**src/hw/tocu_pkg.sv**
```systemverilog
// constants and types shared by the timer output compare unit
package tocu_pkg;
	// register byte offsets on the apb bus
	localparam logic [7:0] ADDR_CTRL_A = 8'h00;
	localparam logic [7:0] ADDR_CTRL_B = 8'h04;
	localparam logic [7:0] ADDR_COUNT = 8'h08;
	localparam logic [7:0] ADDR_CMP_A = 8'h0C;
	localparam logic [7:0] ADDR_CMP_B = 8'h10;
	localparam logic [7:0] ADDR_MASK = 8'h14;
	localparam logic [7:0] ADDR_FLAGS = 8'h18;
	localparam logic [7:0] ADDR_PINS = 8'h1C;
	// field positions
	localparam int WGM_LO_POS = 0;
	localparam int COM_B_POS = 4;
	localparam int COM_A_POS = 6;
	localparam int CS_POS = 0;
	localparam int WGM_HI_POS = 3;
	localparam int FORCE_B_POS = 6;
	localparam int FORCE_A_POS = 7;
	localparam int FLAG_OVF_POS = 0;
	localparam int FLAG_CMPA_POS = 1;
	localparam int FLAG_CMPB_POS = 2;
	localparam int DIR_A_POS = 0;
	localparam int DIR_B_POS = 1;
	localparam int PORT_A_POS = 2;
	localparam int PORT_B_POS = 3;
	// reset values and counter limits
	localparam logic [7:0] REG_RESET = 8'h00;
	localparam logic [7:0] COUNT_MAX = 8'hFF;
	localparam logic [7:0] COUNT_BOTTOM = 8'h00;
	localparam logic [7:0] COUNT_ONE = 8'h01;
	// waveform mode encodings
	localparam logic [2:0] WGM_NORMAL = 3'h0;
	localparam logic [2:0] WGM_PHASE_FF = 3'h1;
	localparam logic [2:0] WGM_CTC = 3'h2;
	localparam logic [2:0] WGM_FAST_FF = 3'h3;
	localparam logic [2:0] WGM_PHASE_OCR = 3'h5;
	localparam logic [2:0] WGM_FAST_OCR = 3'h7;
	// output action encodings
	localparam logic [1:0] COM_OFF = 2'h0;
	localparam logic [1:0] COM_TOGGLE = 2'h1;
	localparam logic [1:0] COM_CLEAR = 2'h2;
	localparam logic [1:0] COM_SET = 2'h3;
	localparam logic [2:0] CS_STOP = 3'h0;
	// counting families
	typedef enum logic [1:0] {WAVE_NORMAL, WAVE_CTC, WAVE_FAST, WAVE_PHASE} tocu_wave_t;
endpackage : tocu_pkg

```
**src/hw/tocu_top.sv**
```systemverilog
// 8-bit timer with two compare channels, compare outputs and apb registers
//
// The APB slave port and the register addresses were chosen for this implementation.

// What this block does
// - counter compared to both compare values always
// - compare flag set one timer tick later
// - enabled flag raises request, cleared on service
// - writing one clears a flag, zero keeps
// - compare values buffered only in pwm modes
// - buffer loads active value at top only
// - cpu reaches buffer or active value by mode
// - force strobe acts like match in non-pwm modes only, no flag
// - counter write blocks matches for next tick
// - output state survives waveform mode changes
// - output action bits take effect immediately
// - reset clears both output states low
// - nonzero action bits override port output value
// - pin direction still follows port direction bit
// - action zero leaves output state unchanged
// - new action governs next match or force
// - counting depends on waveform mode, not on action bits
// - pwm: polarity; non-pwm: set clear toggle
// - mode zero counts up, wraps ff to 00
// - overflow flag set as counter becomes zero, in ctc only on the wrap from ff to 00
// - mode encodings: 2 ctc, 3/7 fast, 1/5 phase
// - clock select zero stops timer, count accessible
// - cpu counter write beats hardware count
module tocu_top #(
	parameter int CNT_W = 8
) (
	// clock and reset
	input wire logic sys_clk_i,
	input wire logic arst_n_i,
	// timer clock enable from prescaler or pin edge
	input wire logic tick_i,
	// apb slave
	input wire logic psel_i,
	input wire logic penable_i,
	input wire logic pwrite_i,
	input wire logic [7:0] paddr_i,
	input wire logic [31:0] pwdata_i,
	output logic [31:0] prdata_o,
	output logic pready_o,
	output logic pslverr_o,
	// interrupt requests and service acknowledges: ovf, cmp a, cmp b
	output logic [2:0] irq_o,
	input wire logic [2:0] irq_ack_i,
	// compare pins, enable low while driving
	output logic pin_a_o,
	output logic pin_a_oe_n_o,
	output logic pin_b_o,
	output logic pin_b_oe_n_o
);
	// the register layout is fixed at eight bits
	if (CNT_W != 8) begin : g_chk
		$error("tocu_top: CNT_W must be 8");
	end

	// software registers
	logic [1:0] wgm_lo_q;
	logic wgm_hi_q;
	logic [2:0] clock_source_sel_q;
	logic [1:0] action_a_q;
	logic [1:0] action_b_q;
	logic [2:0] mask_q;
	logic [3:0] pins_q;
	logic [7:0] timer_count_q;
	logic [7:0] timer_count_d;
	logic count_up_q;
	logic count_up_d;
	logic block_q;
	logic [7:0] compare_value_a_q;
	logic [7:0] compare_value_b_q;
	logic [7:0] buf_a_q;
	logic [7:0] buf_b_q;
	logic [2:0] flags_q;
	logic compare_out_state_a_q;
	logic compare_out_state_b_q;
	logic ready_q;

	// decoded state
	logic [2:0] waveform_mode_sel;
	tocu_pkg::tocu_wave_t wave;
	logic pwm;
	logic timer_tick;
	logic [7:0] top;
	logic at_top;
	logic match_a;
	logic match_b;
	logic hit_a;
	logic hit_b;
	logic ovf_evt;
	logic bottom_evt;
	logic wr_en;
	logic cnt_wr;
	logic force_a;
	logic force_b;

	// map the mode field onto a counting family
	function automatic tocu_pkg::tocu_wave_t wave_of(input logic [2:0] m);
		tocu_pkg::tocu_wave_t w;
		w = tocu_pkg::WAVE_NORMAL;
		if (m == tocu_pkg::WGM_CTC) begin
			w = tocu_pkg::WAVE_CTC;
		end else if (m == tocu_pkg::WGM_FAST_FF || m == tocu_pkg::WGM_FAST_OCR) begin
			w = tocu_pkg::WAVE_FAST;
		end else if (m == tocu_pkg::WGM_PHASE_FF || m == tocu_pkg::WGM_PHASE_OCR) begin
			w = tocu_pkg::WAVE_PHASE;
		end
		return w;
	endfunction : wave_of

	// output state after a match; reserved codes keep the state
	function automatic logic oc_next(input logic oc, input logic [1:0] com, input tocu_pkg::tocu_wave_t w,
			input logic up, input logic tog_ok);
		logic r;
		r = oc;
		unique case (w)
			tocu_pkg::WAVE_NORMAL, tocu_pkg::WAVE_CTC: begin
				unique case (com)
					tocu_pkg::COM_OFF: r = oc;
					tocu_pkg::COM_TOGGLE: r = ~oc;
					tocu_pkg::COM_CLEAR: r = 1'b0;
					tocu_pkg::COM_SET: r = 1'b1;
				endcase
			end
			tocu_pkg::WAVE_FAST: begin
				unique case (com)
					tocu_pkg::COM_OFF: r = oc;
					tocu_pkg::COM_TOGGLE: r = tog_ok ? ~oc : oc;
					tocu_pkg::COM_CLEAR: r = 1'b0;
					tocu_pkg::COM_SET: r = 1'b1;
				endcase
			end
			tocu_pkg::WAVE_PHASE: begin
				unique case (com)
					tocu_pkg::COM_OFF: r = oc;
					tocu_pkg::COM_TOGGLE: r = tog_ok ? ~oc : oc;
					tocu_pkg::COM_CLEAR: r = ~up;
					tocu_pkg::COM_SET: r = up;
				endcase
			end
		endcase
		return r;
	endfunction : oc_next

	// mode decode; action bits take no part in counting
	assign waveform_mode_sel = {wgm_hi_q, wgm_lo_q};
	assign wave = wave_of(waveform_mode_sel);
	assign pwm = (wave == tocu_pkg::WAVE_FAST) || (wave == tocu_pkg::WAVE_PHASE);
	assign timer_tick = tick_i && (clock_source_sel_q != tocu_pkg::CS_STOP);
	assign top = (waveform_mode_sel == tocu_pkg::WGM_FAST_OCR || waveform_mode_sel == tocu_pkg::WGM_PHASE_OCR
		|| wave == tocu_pkg::WAVE_CTC) ? compare_value_a_q : tocu_pkg::COUNT_MAX;
	assign at_top = timer_count_q == top;

	// comparators and blocked match events
	assign match_a = timer_count_q == compare_value_a_q;
	assign match_b = timer_count_q == compare_value_b_q;
	assign hit_a = timer_tick && match_a && !block_q;
	assign hit_b = timer_tick && match_b && !block_q;
	assign bottom_evt = timer_tick && (wave == tocu_pkg::WAVE_FAST) && at_top && !cnt_wr;

	// bus strobes; writes land on the access edge
	assign wr_en = psel_i && penable_i && ready_q && pwrite_i;
	assign cnt_wr = wr_en && (paddr_i == tocu_pkg::ADDR_COUNT);
	assign force_a = wr_en && (paddr_i == tocu_pkg::ADDR_CTRL_B) && pwdata_i[tocu_pkg::FORCE_A_POS] && !pwm;
	assign force_b = wr_en && (paddr_i == tocu_pkg::ADDR_CTRL_B) && pwdata_i[tocu_pkg::FORCE_B_POS] && !pwm;

	// next count and overflow condition per family
	always_comb begin
		timer_count_d = timer_count_q;
		count_up_d = count_up_q;
		ovf_evt = 1'b0;
		if (timer_tick) begin
			unique case (wave)
				tocu_pkg::WAVE_NORMAL: begin
					timer_count_d = timer_count_q + tocu_pkg::COUNT_ONE;
					ovf_evt = timer_count_q == tocu_pkg::COUNT_MAX;
				end
				tocu_pkg::WAVE_CTC: begin
					timer_count_d = at_top ? tocu_pkg::COUNT_BOTTOM : timer_count_q + tocu_pkg::COUNT_ONE;
					ovf_evt = timer_count_q == tocu_pkg::COUNT_MAX;
				end
				tocu_pkg::WAVE_FAST: begin
					timer_count_d = at_top ? tocu_pkg::COUNT_BOTTOM : timer_count_q + tocu_pkg::COUNT_ONE;
					ovf_evt = at_top;
				end
				tocu_pkg::WAVE_PHASE: begin
					if (count_up_q) begin
						count_up_d = !at_top;
						timer_count_d = at_top ? timer_count_q - tocu_pkg::COUNT_ONE
							: timer_count_q + tocu_pkg::COUNT_ONE;
					end else begin
						count_up_d = timer_count_q == tocu_pkg::COUNT_BOTTOM;
						timer_count_d = count_up_d ? timer_count_q + tocu_pkg::COUNT_ONE
							: timer_count_q - tocu_pkg::COUNT_ONE;
					end
					ovf_evt = !count_up_q && timer_count_q == tocu_pkg::COUNT_ONE;
				end
			endcase
		end
		if (cnt_wr) begin
			timer_count_d = pwdata_i[7:0];
			ovf_evt = 1'b0;
		end
	end

	// apb handshake: one cycle of setup, ready on the first access cycle
	always_ff @(posedge sys_clk_i or negedge arst_n_i) begin
		if (!arst_n_i) begin
			ready_q <= 1'b0;
			prdata_o <= 32'h0000_0000;
		end else begin
			ready_q <= psel_i && !penable_i && !ready_q;
			if (psel_i && !penable_i && !pwrite_i) begin
				unique case (paddr_i)
					tocu_pkg::ADDR_CTRL_A: prdata_o <= {24'h00_0000, action_a_q, action_b_q, 2'h0, wgm_lo_q};
					// force bits always read as zero
					tocu_pkg::ADDR_CTRL_B: prdata_o <= {24'h00_0000, 4'h0, wgm_hi_q, clock_source_sel_q};
					tocu_pkg::ADDR_COUNT: prdata_o <= {24'h00_0000, timer_count_q};
					tocu_pkg::ADDR_CMP_A: prdata_o <= {24'h00_0000, pwm ? buf_a_q : compare_value_a_q};
					tocu_pkg::ADDR_CMP_B: prdata_o <= {24'h00_0000, pwm ? buf_b_q : compare_value_b_q};
					tocu_pkg::ADDR_MASK: prdata_o <= {29'h0000_0000, mask_q};
					tocu_pkg::ADDR_FLAGS: prdata_o <= {29'h0000_0000, flags_q};
					tocu_pkg::ADDR_PINS: prdata_o <= {28'h000_0000, pins_q};
					default: prdata_o <= 32'h0000_0000;
				endcase
			end
		end
	end

	// unmapped addresses answer with an error, with the same timing
	always_ff @(posedge sys_clk_i or negedge arst_n_i) begin
		if (!arst_n_i) begin
			pslverr_o <= 1'b0;
		end else begin
			pslverr_o <= psel_i && !penable_i && !ready_q && (paddr_i[1:0] != 2'h0 || paddr_i > tocu_pkg::ADDR_PINS);
		end
	end

	assign pready_o = ready_q;

	// control registers; action bits apply at once, no buffering
	always_ff @(posedge sys_clk_i or negedge arst_n_i) begin
		if (!arst_n_i) begin
			wgm_lo_q <= 2'h0;
			wgm_hi_q <= 1'b0;
			clock_source_sel_q <= tocu_pkg::CS_STOP;
			action_a_q <= tocu_pkg::COM_OFF;
			action_b_q <= tocu_pkg::COM_OFF;
			mask_q <= 3'h0;
			pins_q <= 4'h0;
		end else if (wr_en) begin
			if (paddr_i == tocu_pkg::ADDR_CTRL_A) begin
				wgm_lo_q <= pwdata_i[tocu_pkg::WGM_LO_POS +: 2];
				action_a_q <= pwdata_i[tocu_pkg::COM_A_POS +: 2];
				action_b_q <= pwdata_i[tocu_pkg::COM_B_POS +: 2];
			end
			if (paddr_i == tocu_pkg::ADDR_CTRL_B) begin
				clock_source_sel_q <= pwdata_i[tocu_pkg::CS_POS +: 3];
				wgm_hi_q <= pwdata_i[tocu_pkg::WGM_HI_POS];
			end
			if (paddr_i == tocu_pkg::ADDR_MASK) begin
				mask_q <= pwdata_i[2:0];
			end
			if (paddr_i == tocu_pkg::ADDR_PINS) begin
				pins_q <= pwdata_i[3:0];
			end
		end
	end

	// counter, direction and the one-tick match block
	always_ff @(posedge sys_clk_i or negedge arst_n_i) begin
		if (!arst_n_i) begin
			timer_count_q <= tocu_pkg::REG_RESET;
			count_up_q <= 1'b1;
			block_q <= 1'b0;
		end else begin
			timer_count_q <= timer_count_d;
			count_up_q <= count_up_d;
			// block holds while stopped until the next timer tick
			if (cnt_wr) begin
				block_q <= 1'b1;
			end else if (timer_tick) begin
				block_q <= 1'b0;
			end
		end
	end

	// compare values: direct in non-pwm, buffered and loaded at top in pwm
	always_ff @(posedge sys_clk_i or negedge arst_n_i) begin
		if (!arst_n_i) begin
			compare_value_a_q <= tocu_pkg::REG_RESET;
			compare_value_b_q <= tocu_pkg::REG_RESET;
			buf_a_q <= tocu_pkg::REG_RESET;
			buf_b_q <= tocu_pkg::REG_RESET;
		end else begin
			if (pwm && timer_tick && at_top && (wave == tocu_pkg::WAVE_FAST || count_up_q)) begin
				compare_value_a_q <= buf_a_q;
				compare_value_b_q <= buf_b_q;
			end
			if (wr_en && paddr_i == tocu_pkg::ADDR_CMP_A) begin
				buf_a_q <= pwdata_i[7:0];
				if (!pwm) begin
					compare_value_a_q <= pwdata_i[7:0];
				end
			end
			if (wr_en && paddr_i == tocu_pkg::ADDR_CMP_B) begin
				buf_b_q <= pwdata_i[7:0];
				if (!pwm) begin
					compare_value_b_q <= pwdata_i[7:0];
				end
			end
		end
	end

	// sticky flags; a set in the clearing cycle wins
	always_ff @(posedge sys_clk_i or negedge arst_n_i) begin
		if (!arst_n_i) begin
			flags_q <= 3'h0;
		end else begin
			for (int i = 0; i < 3; i++) begin
				if (wr_en && paddr_i == tocu_pkg::ADDR_FLAGS && pwdata_i[i]) begin
					flags_q[i] <= 1'b0;
				end else if (irq_ack_i[i]) begin
					flags_q[i] <= 1'b0;
				end
			end
			if (ovf_evt) begin
				flags_q[tocu_pkg::FLAG_OVF_POS] <= 1'b1;
			end
			if (hit_a) begin
				flags_q[tocu_pkg::FLAG_CMPA_POS] <= 1'b1;
			end
			if (hit_b) begin
				flags_q[tocu_pkg::FLAG_CMPB_POS] <= 1'b1;
			end
		end
	end

	// request lines follow the enabled flags a cycle later
	always_ff @(posedge sys_clk_i or negedge arst_n_i) begin
		if (!arst_n_i) begin
			irq_o <= 3'h0;
		end else begin
			irq_o <= flags_q & mask_q & ~irq_ack_i;
		end
	end

	// output states; mode changes leave them alone
	always_ff @(posedge sys_clk_i or negedge arst_n_i) begin
		if (!arst_n_i) begin
			compare_out_state_a_q <= 1'b0;
			compare_out_state_b_q <= 1'b0;
		end else begin
			// force uses current action bits, non-pwm table only
			if (force_a || hit_a) begin
				compare_out_state_a_q <= oc_next(compare_out_state_a_q, action_a_q, wave, count_up_q, wgm_hi_q);
			end
			if (force_b || hit_b) begin
				compare_out_state_b_q <= oc_next(compare_out_state_b_q, action_b_q, wave, count_up_q, 1'b0);
			end
			// fast pwm restores polarity as the counter returns to bottom
			if (bottom_evt && action_a_q[1]) begin
				compare_out_state_a_q <= !action_a_q[0];
			end
			if (bottom_evt && action_b_q[1]) begin
				compare_out_state_b_q <= !action_b_q[0];
			end
		end
	end

	// pin drive: override when action bits nonzero, direction from port bit
	always_ff @(posedge sys_clk_i or negedge arst_n_i) begin
		if (!arst_n_i) begin
			pin_a_o <= 1'b0;
			pin_b_o <= 1'b0;
			pin_a_oe_n_o <= 1'b1;
			pin_b_oe_n_o <= 1'b1;
		end else begin
			pin_a_o <= (action_a_q != tocu_pkg::COM_OFF) ? compare_out_state_a_q : pins_q[tocu_pkg::PORT_A_POS];
			pin_b_o <= (action_b_q != tocu_pkg::COM_OFF) ? compare_out_state_b_q : pins_q[tocu_pkg::PORT_B_POS];
			pin_a_oe_n_o <= !pins_q[tocu_pkg::DIR_A_POS];
			pin_b_oe_n_o <= !pins_q[tocu_pkg::DIR_B_POS];
		end
	end
endmodule : tocu_top

```
**config.mk**
```make
export PLATFORM = sky130hd
export DESIGN_NAME = tocu_top
export DESIGN_NICKNAME = d
export VERILOG_FILES = /design/src/hw/tocu_pkg.sv /design/src/hw/tocu_top.sv
export SDC_FILE = /design/constraint.sdc
export NUM_CORES = 1
export LEC_CHECK = 0
export BUFFER_PORTS_ARGS = -buffer_cell sky130_fd_sc_hd__buf_2
export CAP_MARGIN = 30
export CELL_PAD_IN_SITES_DETAIL_PLACEMENT = 1
export CELL_PAD_IN_SITES_GLOBAL_PLACEMENT = 1
export CORE_MARGIN = 5
export CORE_UTILIZATION = 43
export CTS_CLUSTER_SIZE = 40
export DETAILED_ROUTE_END_ITERATION = 16
export HOLD_SLACK_MARGIN = 0.03
export PLACE_DENSITY = 0.8
export SYNTH_ARGS = -nofsm -noshare
export SYNTH_HDL_FRONTEND = slang
export SYNTH_SLANG_ARGS = --single-unit
```
**constraint.sdc**
```tcl
create_clock -name sys_clk_i -period 3.1 [get_ports sys_clk_i]
set_input_delay 0.31 -clock sys_clk_i [delete_from_list [all_inputs] [get_ports sys_clk_i]]
set_output_delay 0.31 -clock sys_clk_i [all_outputs]
set_load 0.02 [all_outputs]
```
# --- Word-level counts from Yosys, hierarchy flattened ---
# Cells that the tools add are included.
op_classes:
  add_sub_neg: 2
  magnitude_cmp: 1
  eq_ne: 32
  mux: 50
  n_bitwise: 6
  n_reduce_logical: 79
op_table:
  columns: ["op", "count"]
  rows:
  - ["$mux W8", 15]
  - ["$pmux W8 S8", 1]
  - ["$logic_and A1 B1 Y1", 33]
  - ["$eq A8 B5 Y1 const B", 4]
  - ["$eq A8 B8 Y1", 3]
  - ["$pmux W8 S3", 1]
  - ["$mux W1", 21]
  - ["$pmux W1 S3", 7]
  - ["$eq A8 B4 Y1 const B", 2]
  - ["$logic_not A8 Y1", 2]
  - ["$eq A2 B2 Y1 const B", 6]
  - ["$logic_not A1 Y1", 12]
  - ["$ne A3 B3 Y1 const B", 4]
  - ["$reduce_bool A2 Y1", 6]
  - ["$reduce_bool A3 Y1", 4]
  - ["$reduce_and A2 Y1", 5]
  - ["$logic_or A1 B1 Y1", 9]
  - ["$add A8 B1 Y8 const B", 1]
  - ["$eq A8 B1 Y1 const B", 1]
  - ["$eq A8 B3 Y1 const B", 1]
  - ["$eq A8 B8 Y1 const B", 1]
  - ["$gt A8 B5 Y1 const B", 1]
  - ["$reduce_and A4 Y1", 2]
  - ["$sub A8 B1 Y8 const B", 1]
  - ["other kinds (12)", 27]
totals:
  regBits: 105
  input_bits: 49
  output_inout_bits: 41

# --- Longest topological paths before layout ---
depth:
  word_depth: 14
  ltp_mapped: 10
  mapped_depth_nobuf: 8

# --- Worst setup path after synthesis ---
# OpenSTA, ideal clock, no wires.
synth_path:
  path_kind: "flip-flop to flip-flop"
  start: "register timer_count_q[0]"
  end: "register compare_value_b_q[4]"
  setup_time_ns: 0.133
  arrival_time_ns: 2.321
  slack_ns: 0.646
  stages_incl_launch_ff: 10
  path_buffers: 2
  synth_period_minus_slack_ns: 2.454
  path_cell_list: "dfrtp_1 > buf_4 > xnor2_2 > nand4_2 > nor4b_4 > o21ai_2 > nor4_4 > buf_6 > mux2i_1 > o21ai_1"
synth_between:
  elab_chain_len: 6
synth_lines:
  columns: ["item", "line_no", "text"]
  rows:
  - ["start: declaration", "tocu_top.sv:68", "logic [7:0] timer_count_q;"]
  - ["start signal: assignment", "tocu_top.sv:276", "timer_count_q <= tocu_pkg::REG_RESET;"]
  - ["start signal: assignment", "tocu_top.sv:280", "timer_count_q <= timer_count_d;"]
  - ["$eq A8 B8 Y1 (*)", "tocu_top.sv:155", "assign at_top = timer_count_q == top;"]
  - ["$logic_and A1 B1 Y1 (*) (2 in series)", "tocu_top.sv:299", "if (pwm && timer_tick && at_top && (wave == tocu_pkg::WAVE_FAST || count_up_q)) begin"]
  - ["$mux W8 (*)", "tocu_top.sv:299", null]
  - ["$mux W8", "tocu_top.sv:311", "if (!pwm) begin"]
  - ["$mux W8 (*)", "tocu_top.sv:309", "if (wr_en && paddr_i == tocu_pkg::ADDR_CMP_B) begin"]
  - ["end signal: assignment", "tocu_top.sv:295", "compare_value_b_q <= tocu_pkg::REG_RESET;"]
  - ["end signal: assignment", "tocu_top.sv:301", "compare_value_b_q <= buf_b_q;"]
  - ["end signal: assignment", "tocu_top.sv:312", "compare_value_b_q <= pwdata_i[7:0];"]
  - ["end: declaration", "tocu_top.sv:74", "logic [7:0] compare_value_b_q;"]
# Mark *: on every way between the ends. The rest lies on a longest branch, timed or not.
# A chain may end at the register's enable or synchronous reset.

# --- Worst setup path after layout ---
layout_path:
  start: "register timer_count_q[4]"
  end: "register compare_value_a_q[1]"
layout_between:
  elab_chain_len: 6
layout_lines:
  columns: ["item", "line_no", "text"]
  rows:
  - ["$eq A8 B8 Y1 (*)", "tocu_top.sv:155", null]
  - ["$logic_and A1 B1 Y1 (*) (2 in series)", "tocu_top.sv:299", null]
  - ["$mux W8 (*)", "tocu_top.sv:299", null]
  - ["$mux W8", "tocu_top.sv:305", "if (!pwm) begin"]
  - ["$mux W8 (*)", "tocu_top.sv:303", "if (wr_en && paddr_i == tocu_pkg::ADDR_CMP_A) begin"]
  - ["end signal: assignment", "tocu_top.sv:294", "compare_value_a_q <= tocu_pkg::REG_RESET;"]
  - ["end signal: assignment", "tocu_top.sv:300", "compare_value_a_q <= buf_a_q;"]
  - ["end signal: assignment", "tocu_top.sv:306", "compare_value_a_q <= pwdata_i[7:0];"]
  - ["end: declaration", "tocu_top.sv:73", "logic [7:0] compare_value_a_q;"]
# Marked as above.

==> results.md <==
- Outcome: complete, no violations
- Die Area: 13900 um2
- Drt pass-1 iters: 5
- Sequential area share after synthesis: about two fifths
- Via density: between 6 and 7
- Clk sinks: 81
- RSZ-0062 raised after global routing: no
- Final worst path period share: a little under 90%
- GR Util met2: between 30% and 40%
- Commonest cells in the netlist: dfrtp_1 (78), nand2_1 (59), nor2_1 (44)
- Post-synthesis register bit count: slightly above 80
- Hold Path Class: in2reg
- Final Routed Wirelength: 16200 um
- Distinct cells, synth: between 60 and 70
- Initial antenna violation count: 0
- Area share of and/or/nand/nor cells after synthesis: a little under a fifth
- Routed len/inst: between 20 and 25 um
- Worst setup SP type: flop
- Clock tree buffer depth: 2
- Port Buffers: 41
- Lkg Pwr: approximately 0.0025 uW
- Final Hold Vio Count: 0
- Layout overhead on the synthesized area: 12.6%
- Total Power: roughly 2400 uW
- Most used DFF post-synth: dfrtp_1
- Fin crit period: between 2 and 3 ns
- Final #Nets: 633
- GR Layer Usage met3: under 10%
- Worst Setup End Kind: flop
- Total setup buffers inserted after CTS: 0
- H-Tree Level Count: 3
- Achievable Freq: about 0.36 GHz
- Max-Cap Viols: 0
- Critical Path AT: about 2.9 ns
- Post-Route Setup TNS: 0 ns
- Inserted Clock Buffers: 9
- Layout cells sized above 1: 16.2%
- Root buffer cell: clkbuf_16
- Via count: around 4400
- Worst path cell trace: inv_1 > a22oi_1 > and3_1 > o21ai_2 > nor4_4 > buf_4 > mux2i_1 > o21ai_1
- Antenna Diode Count: 0
- Routed Antenna Nets: 0
- Post-Synth XOR/XNOR Area: around 2.6%
- Slowest-stage cell, CP: dfrtp_1
- Non-filler cells, final: around 730
- Reg clk slew, reported paths: ~0.060 ns
- Fin. max-slew vios: 0
- Avg Synthesized Cell Area: 9.29 um2
- CTS tree: built
- Dpl cells: about 710
- Compound-gate portion of the synthesized area: 17.6%
- Core box area: about 11000 um2
- Ports: 90
- Ys async rst share: 100%
- Met1 Track Usage GR: a little under a third
- Leading area contributor after synthesis: dfrtp_1
- CP max stage delay: around 0.67 ns
- Kind of critical path: reg2reg
- Number of synthesized flops with an enable pin: 0
- Final setup vio count: 0
- Slew HR: 32.3%
- CTS resizes: 0
- Grt total ovfl: 0
- HPWL after detailed placement: about 12000 um
- Mux contribution to synthesized area: between 10% and 20%
- Total track usage: 23.0%
- CP max FO: 16
- DIE HEIGHT: between 100 and 150 um
- CTS Hold Bufs: 1
- Placer Congestion: between 0.8 and 0.9
- Final hold slack: 0.228 ns
- Largest family of logic cells by synthesized area: simple AND/OR/NAND/NOR gates
- Largest net degree at the start of global routing: 57
- Yosys warns: 0
- Maximum VDD drop: around 400 uV
- Adder-cell area share of the yosys netlist: ~1%
- Layout Skew: 0.00686 ns
- Placed cell area: around 5300 um2
- Starting Density: a little over two fifths
- Slew @ Worst Pin: approximately 1 ns
- Die width: 118 um
- Share of the synthesized area in the top cell type: between 30% and 40%
- Skew-Pair Late Insertion Delay: around 0.35 ns
- WP data required: approximately 3.3 ns
- Vias in the first global route: between 4000 and 5000
- Drt drc: 0
- Top cells by area, synth: dfrtp_1 (39%), mux2_1 (6.3%), nand2_1 (4.4%)
- Post-Synthesis Cells: roughly 540
- Synthesized area: approximately 5000 um2
- Final Cell Area: 5610 um2
- First-iteration detailed-routing DRC count: 350
- Top Usage Layer GRT: met2
- First-pass GRT wire length: 25200 um
- Most numerous cell in the Yosys netlist: dfrtp_1
- Core Rows: 39
- PwrDens: between 400 and 500 nW/um2
-- layout make-up --
class / instances / area, um2
clock buffers: 13 / 260
clock inverters: 3 / 23.8
fillers: 1328 / 5760
inverters: 16 / 60.1
multi-input cells: 412 / 2690
flip-flops and latches: 81 / 2030
well taps: 143 / 179
repair buffers: 60 / 373
-- sequential cells by signal (all words and copies together) (netlist names), 2 cells and up --
register,cells
buf_a_q,8
buf_b_q,8
compare_value_a_q,8
compare_value_b_q,8
prdata_o,8
timer_count_q,8
pins_q,4
clock_source_sel_q,3
flags_q,3
irq_o,3
mask_q,3
action_a_q,2
action_b_q,2
wgm_lo_q,2
-- logic make-up after synthesis --
logic type      count (synthesis)
compound gates                131
xor+xnor                       14
fa+ha+maj                       4
buf+inv                        67
flops                          81
mux                            57
other cells                     1
simple gates                  182
-- cells in the final DEF (no fill, tap or decap), types with 14 or more instances in the layout --
| master | n |
|---|---|
| nor2_1 | 44 |
| dfrtp_1 | 78 |
| conb_1 | 24 |
| buf_4 | 18 |
| nand2_1 | 59 |
| nand3_1 | 14 |
| o21ai_1 | 30 |
| mux2i_1 | 21 |
| buf_2 | 40 |
| mux2_1 | 28 |
| a21oi_1 | 19 |
-- power breakdown --
group	internal [uW]	total, uW	switching [uW]
logic	71.1	242	171
clock network	590	1040	445
registers	1080	1100	21.1
total	1740	2380	637
-- critical path, delay by kind of cell (launching register included) --
| kind | cells | cell delay (ns) |
|---|---|---|
| AO/OA/AOI/OAI | 3 | 0.48 |
| multiplexers | 1 | 0.27 |
| flip-flops | 1 | 0.67 |
| AND/OR/NAND/NOR | 2 | 0.61 |
| buffers and inverters | 2 | 0.55 |
-- layer usage --
layer | up-vias | part of all wire, %
li1 | 2006 | -
met1 | 2248 | 43
met2 | 142 | 49
met3 | 34 | 5.2
met4 | 0 | 3.0
met5 | - | 0
-- stage by stage --
step / setup slack (ns) / util (%)
final: 0.359 / 49.4
after global placement: 0.591 / 46.6
after global routing: 0.245 / 49.4
after floorplan: 0.646 / -
after CTS: 0.411 / 49.4
after detailed placement: 0.455 / 46.8
-- final timing paths --
check / startpoint / endpoint / slack [ns] / cells after the start
setup / recovery: timer_count_q[4]$_DFFE_PN0P_ / compare_value_a_q[1]$_DFF_PN0_ / 0.36 / 8
hold / removal: irq_ack_i[2] / flags_q[2]$_DFFE_PN0P_ / 0.23 / 3
setup reg to reg: timer_count_q[4]$_DFFE_PN0P_ / compare_value_a_q[1]$_DFF_PN0_ / 0.36 / 8
hold reg to reg: pins_q[0]$_DFFE_PN0P_ / pin_a_oe_n_o$_DFF_PN1_ / 0.44 / 1
max in group asynchronous: arst_n_i / pin_a_oe_n_o$_DFF_PN1_ / 2.01 / 3
min in group asynchronous: arst_n_i / timer_count_q[3]$_DFFE_PN0P_ / 0.43 / 2
Power figures use the tool's default switching activity.
